### src/logic/iep_defines.vh
// register map, field and reset constants for the interrupt enable and pending block
//
// Contract
// - Bit n of the upper enable-clear register stands for interrupt 32+n, covering interrupts 32 to 63.
// - A one written to an enable-clear bit disables that interrupt, and a zero leaves it alone.
// - A read of the enable-clear register returns each interrupt's enable state, one meaning enabled.
// - Bit n of the lower pending-set register stands for interrupt n, and a written one makes it pending.
// - A written pending-set one does nothing to an interrupt that is already pending or is disabled.
// - A read of the pending-set register returns the live pending state, one meaning pending.
// - A one written to a pending-clear bit clears that pending state, which then reads as zero.
// - A one written to an enable-set bit enables that interrupt, and a zero does nothing.
// - A pending-clear one has no effect on an interrupt whose handler is already in service.
`ifndef IEP_DEFINES_VH
`define IEP_DEFINES_VH

// word byte addresses
`define IEP_ADDR_EN_SET_LO 8'h00
`define IEP_ADDR_EN_SET_HI 8'h04
`define IEP_ADDR_EN_CLR_LO 8'h08
`define IEP_ADDR_EN_CLR_HI 8'h0c
`define IEP_ADDR_PEND_SET_LO 8'h10
`define IEP_ADDR_PEND_SET_HI 8'h14
`define IEP_ADDR_PEND_CLR_LO 8'h18
`define IEP_ADDR_PEND_CLR_HI 8'h1c
`define IEP_ADDR_IRQ_STATUS 8'h20
`define IEP_ADDR_IRQ_MASK 8'h24

// field layout
`define IEP_LO_MSB 31
`define IEP_HI_LSB 32
`define IEP_HI_MSB 63
`define IEP_ST_PEND_LO 0
`define IEP_ST_PEND_HI 1
`define IEP_ST_SET_DROP 2
`define IEP_ST_MSB 2

// reset values
`define IEP_RST_EN 64'h0000000000000000
`define IEP_RST_PEND 64'h0000000000000000
`define IEP_RST_WORD 32'h00000000
`define IEP_RST_ST 3'h0

`endif

### src/logic/iep_regs.v
// interrupt enable and pending registers with a status and mask event interrupt
//
// Design decisions made here: the placing of the registers and the address-and-strobe port.
`timescale 1ns/100ps
`include "iep_defines.vh"

module iep_regs #(
  parameter ADDR_W = 8
) (
  input wire REF_CLK_I,
  input wire RESET_I,
  input wire [ADDR_W-1:0] ADDR_I,
  input wire [31:0] WDATA_I,
  input wire WR_I,
  input wire RD_I,
  output reg [31:0] RDATA_O,
  input wire [63:0] IRQ_REQ_I,
  input wire [63:0] IN_SERVICE_I,
  output wire [63:0] ENABLE_O,
  output wire [63:0] PENDING_O,
  output wire [63:0] REQUEST_O,
  output wire IRQ_O
);

  reg [63:0] enable;
  reg [63:0] pending;
  reg [63:0] req_meta;
  reg [63:0] req_sync;
  reg [63:0] req_prev;
  reg [`IEP_ST_MSB:0] irq_status;
  reg [`IEP_ST_MSB:0] irq_mask;
  reg [63:0] next_enable;
  reg [63:0] next_pending;
  reg [`IEP_ST_MSB:0] next_status;
  reg [31:0] next_rdata;
  reg [63:0] wr_en_set;
  reg [63:0] wr_en_clr;
  reg [63:0] wr_pend_set;
  reg [63:0] wr_pend_clr;
  wire [63:0] req_rise;
  wire [63:0] pend_set_eff;
  wire [63:0] pend_clr_eff;
  wire [63:0] pend_new;
  wire rd_status;

  // request lines come from peripherals, so two flops before use
  always @(posedge REF_CLK_I)
  begin
    if (RESET_I)
    begin
      req_meta <= `IEP_RST_PEND;
      req_sync <= `IEP_RST_PEND;
      req_prev <= `IEP_RST_PEND;
    end
    else
    begin
      req_meta <= IRQ_REQ_I;
      req_sync <= req_meta;
      req_prev <= req_sync;
    end
  end

  assign req_rise = req_sync & ~req_prev;

  // decode writes into per-bit masks for each word
  always @*
  begin
    wr_en_set = 64'h0;
    wr_en_clr = 64'h0;
    wr_pend_set = 64'h0;
    wr_pend_clr = 64'h0;
    if (WR_I)
    begin
      case (ADDR_I)
        // enable-set low and high
        `IEP_ADDR_EN_SET_LO: wr_en_set[`IEP_LO_MSB:0] = WDATA_I;
        `IEP_ADDR_EN_SET_HI: wr_en_set[`IEP_HI_MSB:`IEP_HI_LSB] = WDATA_I;
        `IEP_ADDR_EN_CLR_LO: wr_en_clr[`IEP_LO_MSB:0] = WDATA_I;
        `IEP_ADDR_EN_CLR_HI: wr_en_clr[`IEP_HI_MSB:`IEP_HI_LSB] = WDATA_I;
        `IEP_ADDR_PEND_SET_LO: wr_pend_set[`IEP_LO_MSB:0] = WDATA_I;
        `IEP_ADDR_PEND_SET_HI: wr_pend_set[`IEP_HI_MSB:`IEP_HI_LSB] = WDATA_I;
        `IEP_ADDR_PEND_CLR_LO: wr_pend_clr[`IEP_LO_MSB:0] = WDATA_I;
        `IEP_ADDR_PEND_CLR_HI: wr_pend_clr[`IEP_HI_MSB:`IEP_HI_LSB] = WDATA_I;
        default: wr_en_set = 64'h0;
      endcase
    end
  end

  // ignore set when pending or disabled
  assign pend_set_eff = wr_pend_set & enable & ~pending;
  assign pend_clr_eff = wr_pend_clr & ~IN_SERVICE_I;
  // hardware requests pend only enabled lines
  assign pend_new = (req_rise & enable) | pend_set_eff;

  // enable and pending next state; set wins over clear
  always @*
  begin
    next_enable = enable;
    next_pending = pending;
    next_enable = next_enable | wr_en_set;
    next_enable = next_enable & ~(wr_en_clr & ~wr_en_set);
    next_pending = next_pending & ~pend_clr_eff;
    next_pending = next_pending | pend_new;
  end

  assign rd_status = RD_I && (ADDR_I == `IEP_ADDR_IRQ_STATUS);

  // sticky events; a read clears but a new event in that cycle wins
  always @*
  begin
    next_status = irq_status;
    if (rd_status)
      next_status = `IEP_RST_ST;
    next_status[`IEP_ST_PEND_LO] = next_status[`IEP_ST_PEND_LO] | (|pend_new[`IEP_LO_MSB:0]);
    next_status[`IEP_ST_PEND_HI] = next_status[`IEP_ST_PEND_HI] | (|pend_new[`IEP_HI_MSB:`IEP_HI_LSB]);
    next_status[`IEP_ST_SET_DROP] = next_status[`IEP_ST_SET_DROP] | (|(wr_pend_set & ~pend_set_eff));
  end

  // read mux, data lands one cycle after the strobe
  always @*
  begin
    next_rdata = `IEP_RST_WORD;
    if (RD_I)
    begin
      case (ADDR_I)
        `IEP_ADDR_EN_SET_LO: next_rdata = enable[`IEP_LO_MSB:0];
        `IEP_ADDR_EN_SET_HI: next_rdata = enable[`IEP_HI_MSB:`IEP_HI_LSB];
        `IEP_ADDR_EN_CLR_LO: next_rdata = enable[`IEP_LO_MSB:0];
        `IEP_ADDR_EN_CLR_HI: next_rdata = enable[`IEP_HI_MSB:`IEP_HI_LSB];
        `IEP_ADDR_PEND_SET_LO: next_rdata = pending[`IEP_LO_MSB:0];
        `IEP_ADDR_PEND_SET_HI: next_rdata = pending[`IEP_HI_MSB:`IEP_HI_LSB];
        `IEP_ADDR_PEND_CLR_LO: next_rdata = pending[`IEP_LO_MSB:0];
        `IEP_ADDR_PEND_CLR_HI: next_rdata = pending[`IEP_HI_MSB:`IEP_HI_LSB];
        `IEP_ADDR_IRQ_STATUS: next_rdata = {29'h0, irq_status};
        `IEP_ADDR_IRQ_MASK: next_rdata = {29'h0, irq_mask};
        default: next_rdata = `IEP_RST_WORD; // unmapped reads zero
      endcase
    end
  end

  // state registers
  always @(posedge REF_CLK_I)
  begin
    if (RESET_I)
    begin
      enable <= `IEP_RST_EN;
      pending <= `IEP_RST_PEND;
      irq_status <= `IEP_RST_ST;
      irq_mask <= `IEP_RST_ST;
      RDATA_O <= `IEP_RST_WORD;
    end
    else
    begin
      enable <= next_enable;
      pending <= next_pending;
      irq_status <= next_status;
      if (WR_I && (ADDR_I == `IEP_ADDR_IRQ_MASK))
        irq_mask <= WDATA_I[`IEP_ST_MSB:0];
      RDATA_O <= next_rdata;
    end
  end

  assign ENABLE_O = enable;
  assign PENDING_O = pending;
  // only enabled, pending and not in service goes to the core
  assign REQUEST_O = pending & enable & ~IN_SERVICE_I;
  assign IRQ_O = |(irq_status & irq_mask);

endmodule // iep_regs

### config.mk
export PLATFORM = sky130hd
export DESIGN_NAME = iep_regs
export DESIGN_NICKNAME = d
export VERILOG_FILES = /design/src/logic/iep_regs.v
export VERILOG_INCLUDE_DIRS = /design/src /design/src/logic
export SDC_FILE = /design/constraint.sdc
export NUM_CORES = 1
export LEC_CHECK = 0
export BUFFER_PORTS_ARGS = -buffer_cell sky130_fd_sc_hd__buf_4
export CAP_MARGIN = 10
export CORE_ASPECT_RATIO = 2
export CORE_MARGIN = 2
export CORE_UTILIZATION = 40
export DETAILED_ROUTE_END_ITERATION = 8
export PLACE_DENSITY = 0.66
export SLEW_MARGIN = 20
export SYNTH_ARGS = -nofsm -noshare
export SYNTH_HDL_FRONTEND = slang
export SYNTH_SLANG_ARGS = --single-unit
### constraint.sdc
create_clock -name REF_CLK_I -period 5.24 [get_ports REF_CLK_I]
set_clock_uncertainty 0.15 [all_clocks]
set_input_delay 0.524 -clock REF_CLK_I [delete_from_list [all_inputs] [get_ports REF_CLK_I]]
set_output_delay 0.524 -clock REF_CLK_I [all_outputs]
set_load 0.02 [all_outputs]
==> results.txt, run 1 <==
CTS Sinks - 358
aggregate routed wire length - 57.74 mm
WP data required - 5.55 ns
post-route ant nets - 0
Reg power frac - 48.5%
Final Cycle Share - 59.37%
Final Hold Violating Endpoints - 0
Crit Reg-Reg Startpoint - ENABLE_O[42]
relative max-transition margin - 19.38%
Synth Area in Compound Gates - 21.44%
unrepaired setup endpoints after global routing - false
global-route wire length before repair - 82.41 mm
Synth Area in XOR/XNOR - 0%
cell area after synthesis - 0.01419 mm2
outcome - completed
number of synthesized flops with an enable pin - 0
crit-path max FO - 32
number of CTS-inserted buffers - 34
Seq/Total Area, Yosys - 50.51%
Netlist cell types - 48
power density cells - 308.5 mW/mm2
LEAKAGE - 7.441 nW
vias in the first global route - 13,400
Congestion Overflow GR - 0
CORE AREA - 0.03495 mm2
combinational family with the most area after synthesis - simple AND/OR/NAND/NOR gates
chip width - 137.2 um
Synth warnings - 0
Post-Synthesis Cells - 1,612
Synth Register Bits - 358
share of post-route cells with drive strength above 1 - 24.40%
# IOs - 397
Slew Viols, Final - 0
routed len/inst - 23.68 um
Worst-path clk slew - 0.07 ns
drt first pass iters - 6
Top FF cell, synth - dfxtp_1
total of max-cap violations - 0
Iter 0 DRT Violations - 1,296
hold depth - 2
clock share of power - 45.5%
Initial Util - 40.60%
Post-Synth Adder-Cell Area - 0%
gr usage total - 29.91%
# Post-CTS Setup Buffers - 0
CP Launch Type - primary input
most frequent cells in the layout - buf_4, dfxtp_1, nor2b_1
TNS Setup - 0 ns
Async S/R FF share, synth - 0%
endpoints failing setup - 0
Port Buffer Count - 396
Psw - 1.305 mW
Final min period - 3.111 ns
Layout Cells excl Fill - 2,438
sw frac - 22.64%
# DRC - 0
Post-Syn Area per Cell - 8.803 um2
gpl congestion - 0.9300
Fmax achieved - 321.4 MHz
Max clock buf depth - 3
root buf cell - clkbuf_16
IR drop worst, VDD - 347.9 uV
Final HPWL DP - 41.63 mm
Rows - 97
CTS tree - built
clock latency on the worst-skew pair - 0.54 ns
total number of vias - 14,200
Comb power frac - 5.9%
H-tree depth - 2
reg-to-reg slack, setup - 2.75 ns
Syn-to-layout area delta - 31.68%
Critical Path AT - 3.42 ns
Syn Nets - 1,784
largest net degree at the start of global routing - 90
Post-Synth Simple-Gate Area - 24.49%
min-delay src - IRQ_REQ_I[27]
placed cells - 2,376
hold crit path type - in -> reg
worst slew pin tran - 1.206 ns
R2R Path End - irq_status[1]
critical path endpoint category - flip-flop
height of the die - 270.4 um
P_int - 4.460 mW
mux share of post-synthesis cell area - 0%
Hold EP - req_meta[27]
Final nets - 2,139
antenna violations before repair - 5
post-CTS resize count - 0
crit path kind - in -> reg
Reg2Reg Depth - 5
detailed-route vias per instance - 5.823
most common cell after layout, fill and taps aside - buf_4
die footprint - 0.03709 mm2
hold_buf cts - 0
power by group through the flow:
stage	logic (mW)	registers, mW	clock network (mW)
5_1_grt	0.360	2.80	2.74
6_report	0.341	2.80	2.63
3_5_place_dp	0.336	2.86	0
4_1_cts	0.337	2.80	2.65
3_3_place_gp	0.332	2.86	0
2_1_floorplan	0.148	2.85	0
critical path: stages:
cell	delay, ns
buf_4	0.12
or4_2	1.13
or2_1	0.51
nand2_1	0.26
buf_4	0.46
a222oi_1	0.18
a21oi_1	0.20
cell type report:
| type | instances | area, um2 |
|---|---|---|
| Sequential cell | 358 | 7167 |
| Antenna cell | 5 | 12.51 |
| Multi-Input combinational cell | 1133 | 6556 |
| Timing Repair Buffer | 413 | 3123 |
| Clock buffer | 44 | 992.2 |
| Clock inverter | 13 | 176.4 |
| Fill cell | 3309 | 16270 |
| Tap cell | 445 | 556.8 |
| Inverter | 27 | 101.3 |
state kept, by name, summed over array words and instances (netlist names):
| name | cells |
|---|---|
| req_prev | 64 |
| irq_status | 3 |
| RDATA_O | 32 |
| irq_mask | 3 |
| ENABLE_O | 64 |
| req_sync | 64 |
| PENDING_O | 64 |
| req_meta | 64 |
how the worst max path moves through the flow:
stage / start / endpoint / slack [ns] / cells after the start
4_1_cts: ADDR_I[1] / RDATA_O[2] / 2.22 / 7
2_1_floorplan: WR_I / irq_status[1] / 2.84 / 8
3_3_place_gp: ADDR_I[4] / irq_status[1] / 1.08 / 7
6_report: ADDR_I[1] / RDATA_O[2] / 2.13 / 7
3_5_place_dp: ADDR_I[1] / RDATA_O[2] / 1.68 / 7
5_1_grt: ADDR_I[1] / RDATA_O[2] / 2.07 / 7
synthesized netlist by cell type (26+ instances only):
cell type  number  area share, %
dfxtp_1       358             51
nor2b_1       273             12
a21oi_1       169            6.0
nand2_1       122            3.2
o21ai_0       105            3.7
nor2_1         91            2.4
nand3_1        74            2.6
clkbuf_1       70            1.9
a22oi_1        62            3.3
o31ai_1        54            2.9
nor4_1         35            1.5
inv_1          27           0.71
o22ai_1        26            1.1
metrics by stage:
step / util (%) / power, mW / setup WS (ns) / area, um2 / hold slack, ns
after floorplan: - / 3.001 / 2.841 / 14190 / 0.2638
after global placement: 50.05 / 3.191 / 1.076 / 17490 / 0.2671
after detailed placement: 50.08 / 3.195 / 1.676 / 17500 / 0.2712
after CTS: 53.42 / 5.781 / 2.218 / 18670 / 0.03198
after global routing: 53.46 / 5.902 / 2.070 / 18690 / 0.04382
final: 53.46 / 5.765 / 2.129 / 18690 / 0.04537
cell families (layout without fill, tap and decap cells):
group,after synthesis,after routing
other cells,0,5
buf+inv,121,497
simple gates,649,649
flops,358,358
compound gates,484,484
layer usage:
metal	vias to the layer above	share of wire [%]	track usage (%)	wire, um
li1	6445	-	-	-
met1	6737	35	32.92	20290
met2	828	51	53.08	29420
met3	186	6.9	3.585	4008
met4	0	7.0	18.91	4020
met5	-	0	0	0
No activity file was read; power rests on OpenSTA's default activity.
==> run 2, diff against run 1 <==
--- a/config.mk
+++ b/config.mk
@@ -12,7 +12,7 @@
 export CORE_MARGIN = 2
 export CORE_UTILIZATION = 40
 export DETAILED_ROUTE_END_ITERATION = 8
-export PLACE_DENSITY = 0.66
+export PLACE_DENSITY = 0.68
 export SLEW_MARGIN = 20
 export SYNTH_ARGS = -nofsm -noshare
 export SYNTH_HDL_FRONTEND = slang
==> constraint.sdc (replaced) <==
create_clock -name REF_CLK_I -period 2.54 [get_ports REF_CLK_I]
set_clock_uncertainty 0.15 [all_clocks]
set_input_delay 0.254 -clock REF_CLK_I [delete_from_list [all_inputs] [get_ports REF_CLK_I]]
set_output_delay 0.254 -clock REF_CLK_I [all_outputs]
set_load 0.02 [all_outputs]
==> run 2 against run 1 <==
  * Die area unchanged
  * Critical path depth decreased by 1
  * Register-to-register slack got worse by 2.6 ns
  * Core utilization increased by 7.4 points
  * Sequential cell count unchanged
  * Global-route usage increased by 3.5 points
  * Total power increased by 110%
  * Clock power increased by 91%
  * Sequential share of layout area decreased by 4.7 points
  * First-iteration DRC count increased by 2.6%
  * Critical endpoint is now irq_status[1]
  * Largest power group unchanged
==> results.txt, run 2 (synthesized netlist as in run 1, its figures left out) <==
root buf cell - clkbuf_16
total of max-cap violations - 0 (unchanged)
Finished Core Util - 60.90% (+7.4 points)
die footprint - 0.03709 mm2 (unchanged)
Iter 0 DRT Violations - 1,330 (+2.6%)
Reg2Reg Depth - 6 (+1)
Final HPWL DP - 45.35 mm (+8.9%)
global-route wire length before repair - 92.60 mm (+12%)
Final min period - 2.359 ns
crit path kind - reg -> reg
number of CTS-inserted buffers - 34 (unchanged)
hold depth - 3 (+1)
most frequent cells in the layout - buf_4, dfxtp_1, nor2b_1
area of the multi-input gates - 0.006544 mm2 (-0.19%)
Crit Reg-Reg Startpoint - ENABLE_O[38]
share of post-route cells with drive strength above 1 - 26.14% (+1.7 points)
CTS Sinks - 358 (unchanged)
cell area after layout - 0.02129 mm2 (+14%)
crit-path max FO - 6 (-81%)
Critical Path AT - 2.62 ns (-0.80 ns)
IR drop worst, VDD - 485.2 uV (+39%)
critical path endpoint category - flip-flop
most common cell after layout, fill and taps aside - buf_4
Slew Viols, Final - 0 (unchanged)
Congestion Overflow GR - 0 (unchanged)
Initial Util - 40.60% (unchanged)
crit path from - ENABLE_O[38]
worst stage delay on the critical path - 0.49 ns (-0.64 ns)
relative max-transition margin - 49.74% (+30 points)
Final nets - 2,416 (+13%)
Final Cycle Share - 92.86%
Port Buffer Count - 396 (unchanged)
post-route ant nets - 0 (unchanged)
critical path cell sequence - and3b_1 > a41o_1 > a2111oi_0 > buf_4 > nand4_1 > o41a_1
power density cells - 555.7 mW/mm2 (+80%)
height of the die - 270.4 um (unchanged)
Max clock buf depth - 3 (unchanged)
gpl congestion - 0.9185 (-1.2%)
hold crit path type - in -> reg
Syn-to-layout area delta - 50.01%
placed cell area - 0.01858 mm2 (+6.2%)
vias in the first global route - 15,570 (+16%)
total number of vias - 15,600 (+9.9%)
Rows - 97 (unchanged)
drt first pass iters - 7 (+1)
chip width - 137.2 um (unchanged)
# Post-CTS Setup Buffers - 0 (unchanged)
endpoints failing setup - 0 (unchanged)
Final Hold Violating Endpoints - 0 (unchanged)
# DRC - 0 (unchanged)
# IOs - 397 (unchanged)
outcome - completed
clock latency on the worst-skew pair - 0.53 ns (about the same)
number of fill cells in the layout - 2,997 (-9.4%)
post-CTS resize count - 0 (unchanged)
aggregate routed wire length - 63.73 mm (+10%)
WP data required - 2.80 ns (-2.75 ns)
Worst-path clk slew - 0.07 ns (about the same)
gr usage total - 33.40% (+3.5 points)
detailed-route vias per instance - 5.751 (-1.2%)
min-delay src - RESET_I
antenna violations before repair - 2 (-3)
CP Launch Type - flip-flop
Reg area - 0.007167 mm2 (unchanged)
Slowest cell on crit path - a2111oi_0
CORE AREA - 0.03495 mm2 (unchanged)
CTS tree - built
unrepaired setup endpoints after global routing - false
LEAKAGE - 8.688 nW (+17%)
H-tree depth - 2 (unchanged)
routed len/inst - 23.50 um (-0.78%)
Fmax achieved - 424.0 MHz
largest net degree at the start of global routing - 148 (+64%)
worst slew pin tran - 0.7538 ns (-0.4526 ns)
run 2: timing repair:
item                                    CTS  global route
endpoints found under the setup margin    0             0
hold buffers                            163             0
endpoints found under the hold margin   196             0
run 2: routing by layer:
metal / track usage [%] / part of all wire, % / vias up
li1: - / - / 7002
met1: 35.55 / 34 / 7371
met2: 57.53 / 50 / 940
met3: 4.411 / 6.8 / 284
met4: 26.89 / 9.3 / 0
met5: 0 / 0 / -
run 2: path summary, 6_finish.rpt:
check / endpoint / slack [ns]
max: irq_status[1] / 0.18
min: req_prev[48] / 0.1
max reg2reg: irq_status[1] / 0.18
min reg2reg: req_sync[13] / 0.29
run 2: layout make-up:
type                            instances  area share (%)
Antenna cell                            2         0.02351
Clock buffer                           48           4.532
Clock inverter                          9          0.4820
Inverter                               27          0.4761
Multi-Input combinational cell       1133           30.74
Sequential cell                       358           33.67
Tap cell                              445           2.616
Timing Repair Buffer                  690           27.46
run 2: critical path: cells and delay by family (launching register included):
| kind | cells | cell delay, ns |
|---|---|---|
| buffers and inverters | 1 | 0.21 |
| DFF | 1 | 0.38 |
| and+or+nand+nor | 2 | 0.38 |
| AOI/OAI and AO/OA | 3 | 1.13 |
run 2: power by group:
part / internal [mW] / leakage, nW / switching [mW]
sequential: 5.74 / 2.92 / 0.0379
combinational: 0.523 / 5.24 / 0.497
clock: 2.86 / 0.528 / 2.18
run 2: per-stage QoR:
step | instances | setup slack (ns) | hold slack [ns] | TNS, ns | power [mW]
after CTS | 2710 | 0.2269 | 0.1010 | 0 | 11.87
after floorplan | 1612 | 0.4112 | 0.2322 | 0 | 6.192
after detailed placement | 2490 | -0.07774 | 0.2720 | -0.08438 | 6.688
final | 2712 | 0.1813 | 0.09637 | 0 | 11.83
after global routing | 2712 | 0.06967 | 0.1341 | 0 | 12.14
after global placement | 2490 | -0.007740 | 0.2663 | -0.007740 | 6.678
==> run 3, diff against run 2 <==
--- a/config.mk
+++ b/config.mk
@@ -13,6 +13,7 @@
 export CORE_UTILIZATION = 40
 export DETAILED_ROUTE_END_ITERATION = 8
 export PLACE_DENSITY = 0.68
+export SETUP_SLACK_MARGIN = 0.2
 export SLEW_MARGIN = 20
 export SYNTH_ARGS = -nofsm -noshare
 export SYNTH_HDL_FRONTEND = slang
==> run 3 against run 2 <==
  * Non-clock buffer count unchanged
  * Final area about the same
  * Maximum frequency increased by 0.69%
  * Combinational power about the same
  * Sequential power about the same
  * Die area unchanged
==> results.txt, run 3 (synthesized netlist as in run 1, its figures left out) <==
outcome - completed
endpoints failing setup - 0 (unchanged)
Final Cycle Share - 92.23% (-0.64 points)
routed len/inst - 23.54 um (+0.18%)
detailed-route vias per instance - 5.721 (-0.52%)
placed cells - 2,490 (unchanged)
most frequent cells in the layout - buf_4, dfxtp_1, nor2b_1
root buf cell - clkbuf_16
Slew Viols, Final - 0 (unchanged)
# IOs - 397 (unchanged)
power density cells - 555.7 mW/mm2 (about the same)
cell area after layout - 0.02129 mm2 (about the same)
Syn-to-layout area delta - 50.05% (about the same)
clock latency on the worst-skew pair - 0.52 ns (about the same)
global-route wire length before repair - 92.60 mm (unchanged)
aggregate routed wire length - 63.84 mm (+0.18%)
crit-path max FO - 3 (-3)
CP Launch Type - primary input
Critical Path AT - 2.60 ns (-0.02 ns)
total of max-cap violations - 0 (unchanged)
Rows - 97 (unchanged)
gr usage total - 33.40% (unchanged)
CTS Sinks - 358 (unchanged)
Final Hold Violating Endpoints - 0 (unchanged)
clock share of power - 42.6% (about the same)
Initial Util - 40.60% (unchanged)
Worst-path clk slew - 0.07 ns (about the same)
post-route ant nets - 0 (unchanged)
pre-CTS setup slack - -0.07774 ns (unchanged)
Final Power - 11.83 mW (about the same)
hold crit path type - in -> reg
# DRC - 0 (unchanged)
height of the die - 270.4 um (unchanged)
sw frac - 22.95% (about the same)
Layout Cells excl Fill - 2,712 (unchanged)
drt first pass iters - 6 (-1)
Final min period - 2.343 ns (-0.01616 ns)
gpl congestion - 0.9185 (unchanged)
LEAKAGE - 8.688 nW (about the same)
CTS tree - built
Congestion Overflow GR - 0 (unchanged)
Reg power frac - 48.8% (about the same)
Comb power frac - 8.6% (about the same)
post-route setup slack - 0.1975 ns (+0.01616 ns)
number of fill cells in the layout - 2,995 (-0.067%)
number of CTS-inserted buffers - 34 (unchanged)
reg-to-reg slack, setup - 0.21 ns (+0.03 ns)
Psw - 2.716 mW (about the same)
Final nets - 2,416 (unchanged)
most common cell after layout, fill and taps aside - buf_4
placed cell area - 0.01858 mm2 (unchanged)
H-tree depth - 2 (unchanged)
total number of vias - 15,520 (-0.52%)
largest net degree at the start of global routing - 148 (unchanged)
critical path endpoint category - flip-flop
vias in the first global route - 15,570 (unchanged)
antenna violations before repair - 2 (unchanged)
CORE AREA - 0.03495 mm2 (unchanged)
P_int - 9.116 mW (about the same)
Iter 0 DRT Violations - 1,276 (-4.1%)
unrepaired setup endpoints after global routing - true
WP data required - 2.80 ns (about the same)
relative max-transition margin - 50.43% (+0.69 points)
chip width - 137.2 um (unchanged)
share of post-route cells with drive strength above 1 - 26.18% (+0.044 points)
Hold WS - 0.09712 ns (+0.0007474 ns)
IR drop worst, VDD - 483.9 uV (-0.25%)
worst slew pin tran - 0.7358 ns (-0.01807 ns)
crit path kind - in -> reg
Final HPWL DP - 45.35 mm (unchanged)
Port Buffer Count - 396 (unchanged)
# Post-CTS Setup Buffers - 0 (unchanged)
Max clock buf depth - 3 (unchanged)
die footprint - 0.03709 mm2 (unchanged)
Fmax achieved - 426.9 MHz (+0.69%)
==> run 3: cell types whose count changed in the layout (fill, tap and decap cells not counted) <==
cell and delta:
nor2b_1 -1, o21ai_0 -1, a2111oi_0 -2, o21ai_1 +1, a2111oi_1 +2, nor2b_2 +1
==> run 3: power by group through the flow <==
stage	sequential [mW]	clock, mW	combinational [mW]
after global placement	5.90	0	0.781
after floorplan	5.89	0	0.306
final	5.77	5.04	1.02
after CTS	5.77	5.10	0.998
after detailed placement	5.90	0	0.789
after global routing	5.78	5.29	1.07
==> run 3: path summary, 6_finish.rpt <==
path | start | endpoint | depth (start not counted)
min | RESET_I | req_prev[48] | 3
min reg2reg | req_meta[30] | req_sync[30] | 1
max | WDATA_I[21] | irq_status[1] | 10
max reg2reg | ENABLE_O[57] | irq_status[1] | 8
==> run 3: cell type report <==
class / count / area, um2 / area share [%]
clock inverters: 9 / 102.6 / 0.4819
flip-flops and latches: 358 / 7167 / 33.66
clock buffers: 48 / 964.7 / 4.531
repair buffers: 690 / 5846 / 27.45
multi-input cells: 1133 / 6549 / 30.76
diodes: 2 / 5.005 / 0.02351
well taps: 445 / 556.8 / 2.615
inverters: 27 / 101.3 / 0.4760
==> run 3: per-stage QoR <==
step	utilization [%]	TNS, ns
final	60.91	0
after floorplan	-	0
after global routing	60.91	0
after global placement	53.16	-0.007740
after CTS	60.89	0
after detailed placement	53.16	-0.08438
==> run 3: critical path: stages <==
cell and delay [ns]:
dlygate4sd3_1 0.57, buf_4 0.16, nand2_1 0.07, nor2_1 0.04
a22o_1 0.26, o41ai_1 0.39, buf_4 0.19, nand4_1 0.09
buf_4 0.16, o41a_1 0.41
==> run 3: what timing repair did <==
item / CTS / global route
endpoints found under the setup margin: 0 / 3
gates resized for setup: 0 / 4
hold buffers: 163 / 0
endpoints found under the hold margin: 196 / 0
==> run 3: per-layer routing <==
metal	GRT usage (%)	up-vias	wire, um
li1	-	6991	-
met1	35.55	7374	22040
met2	57.53	888	31860
met3	4.411	263	4127
met4	26.89	0	5808
met5	0	-	0
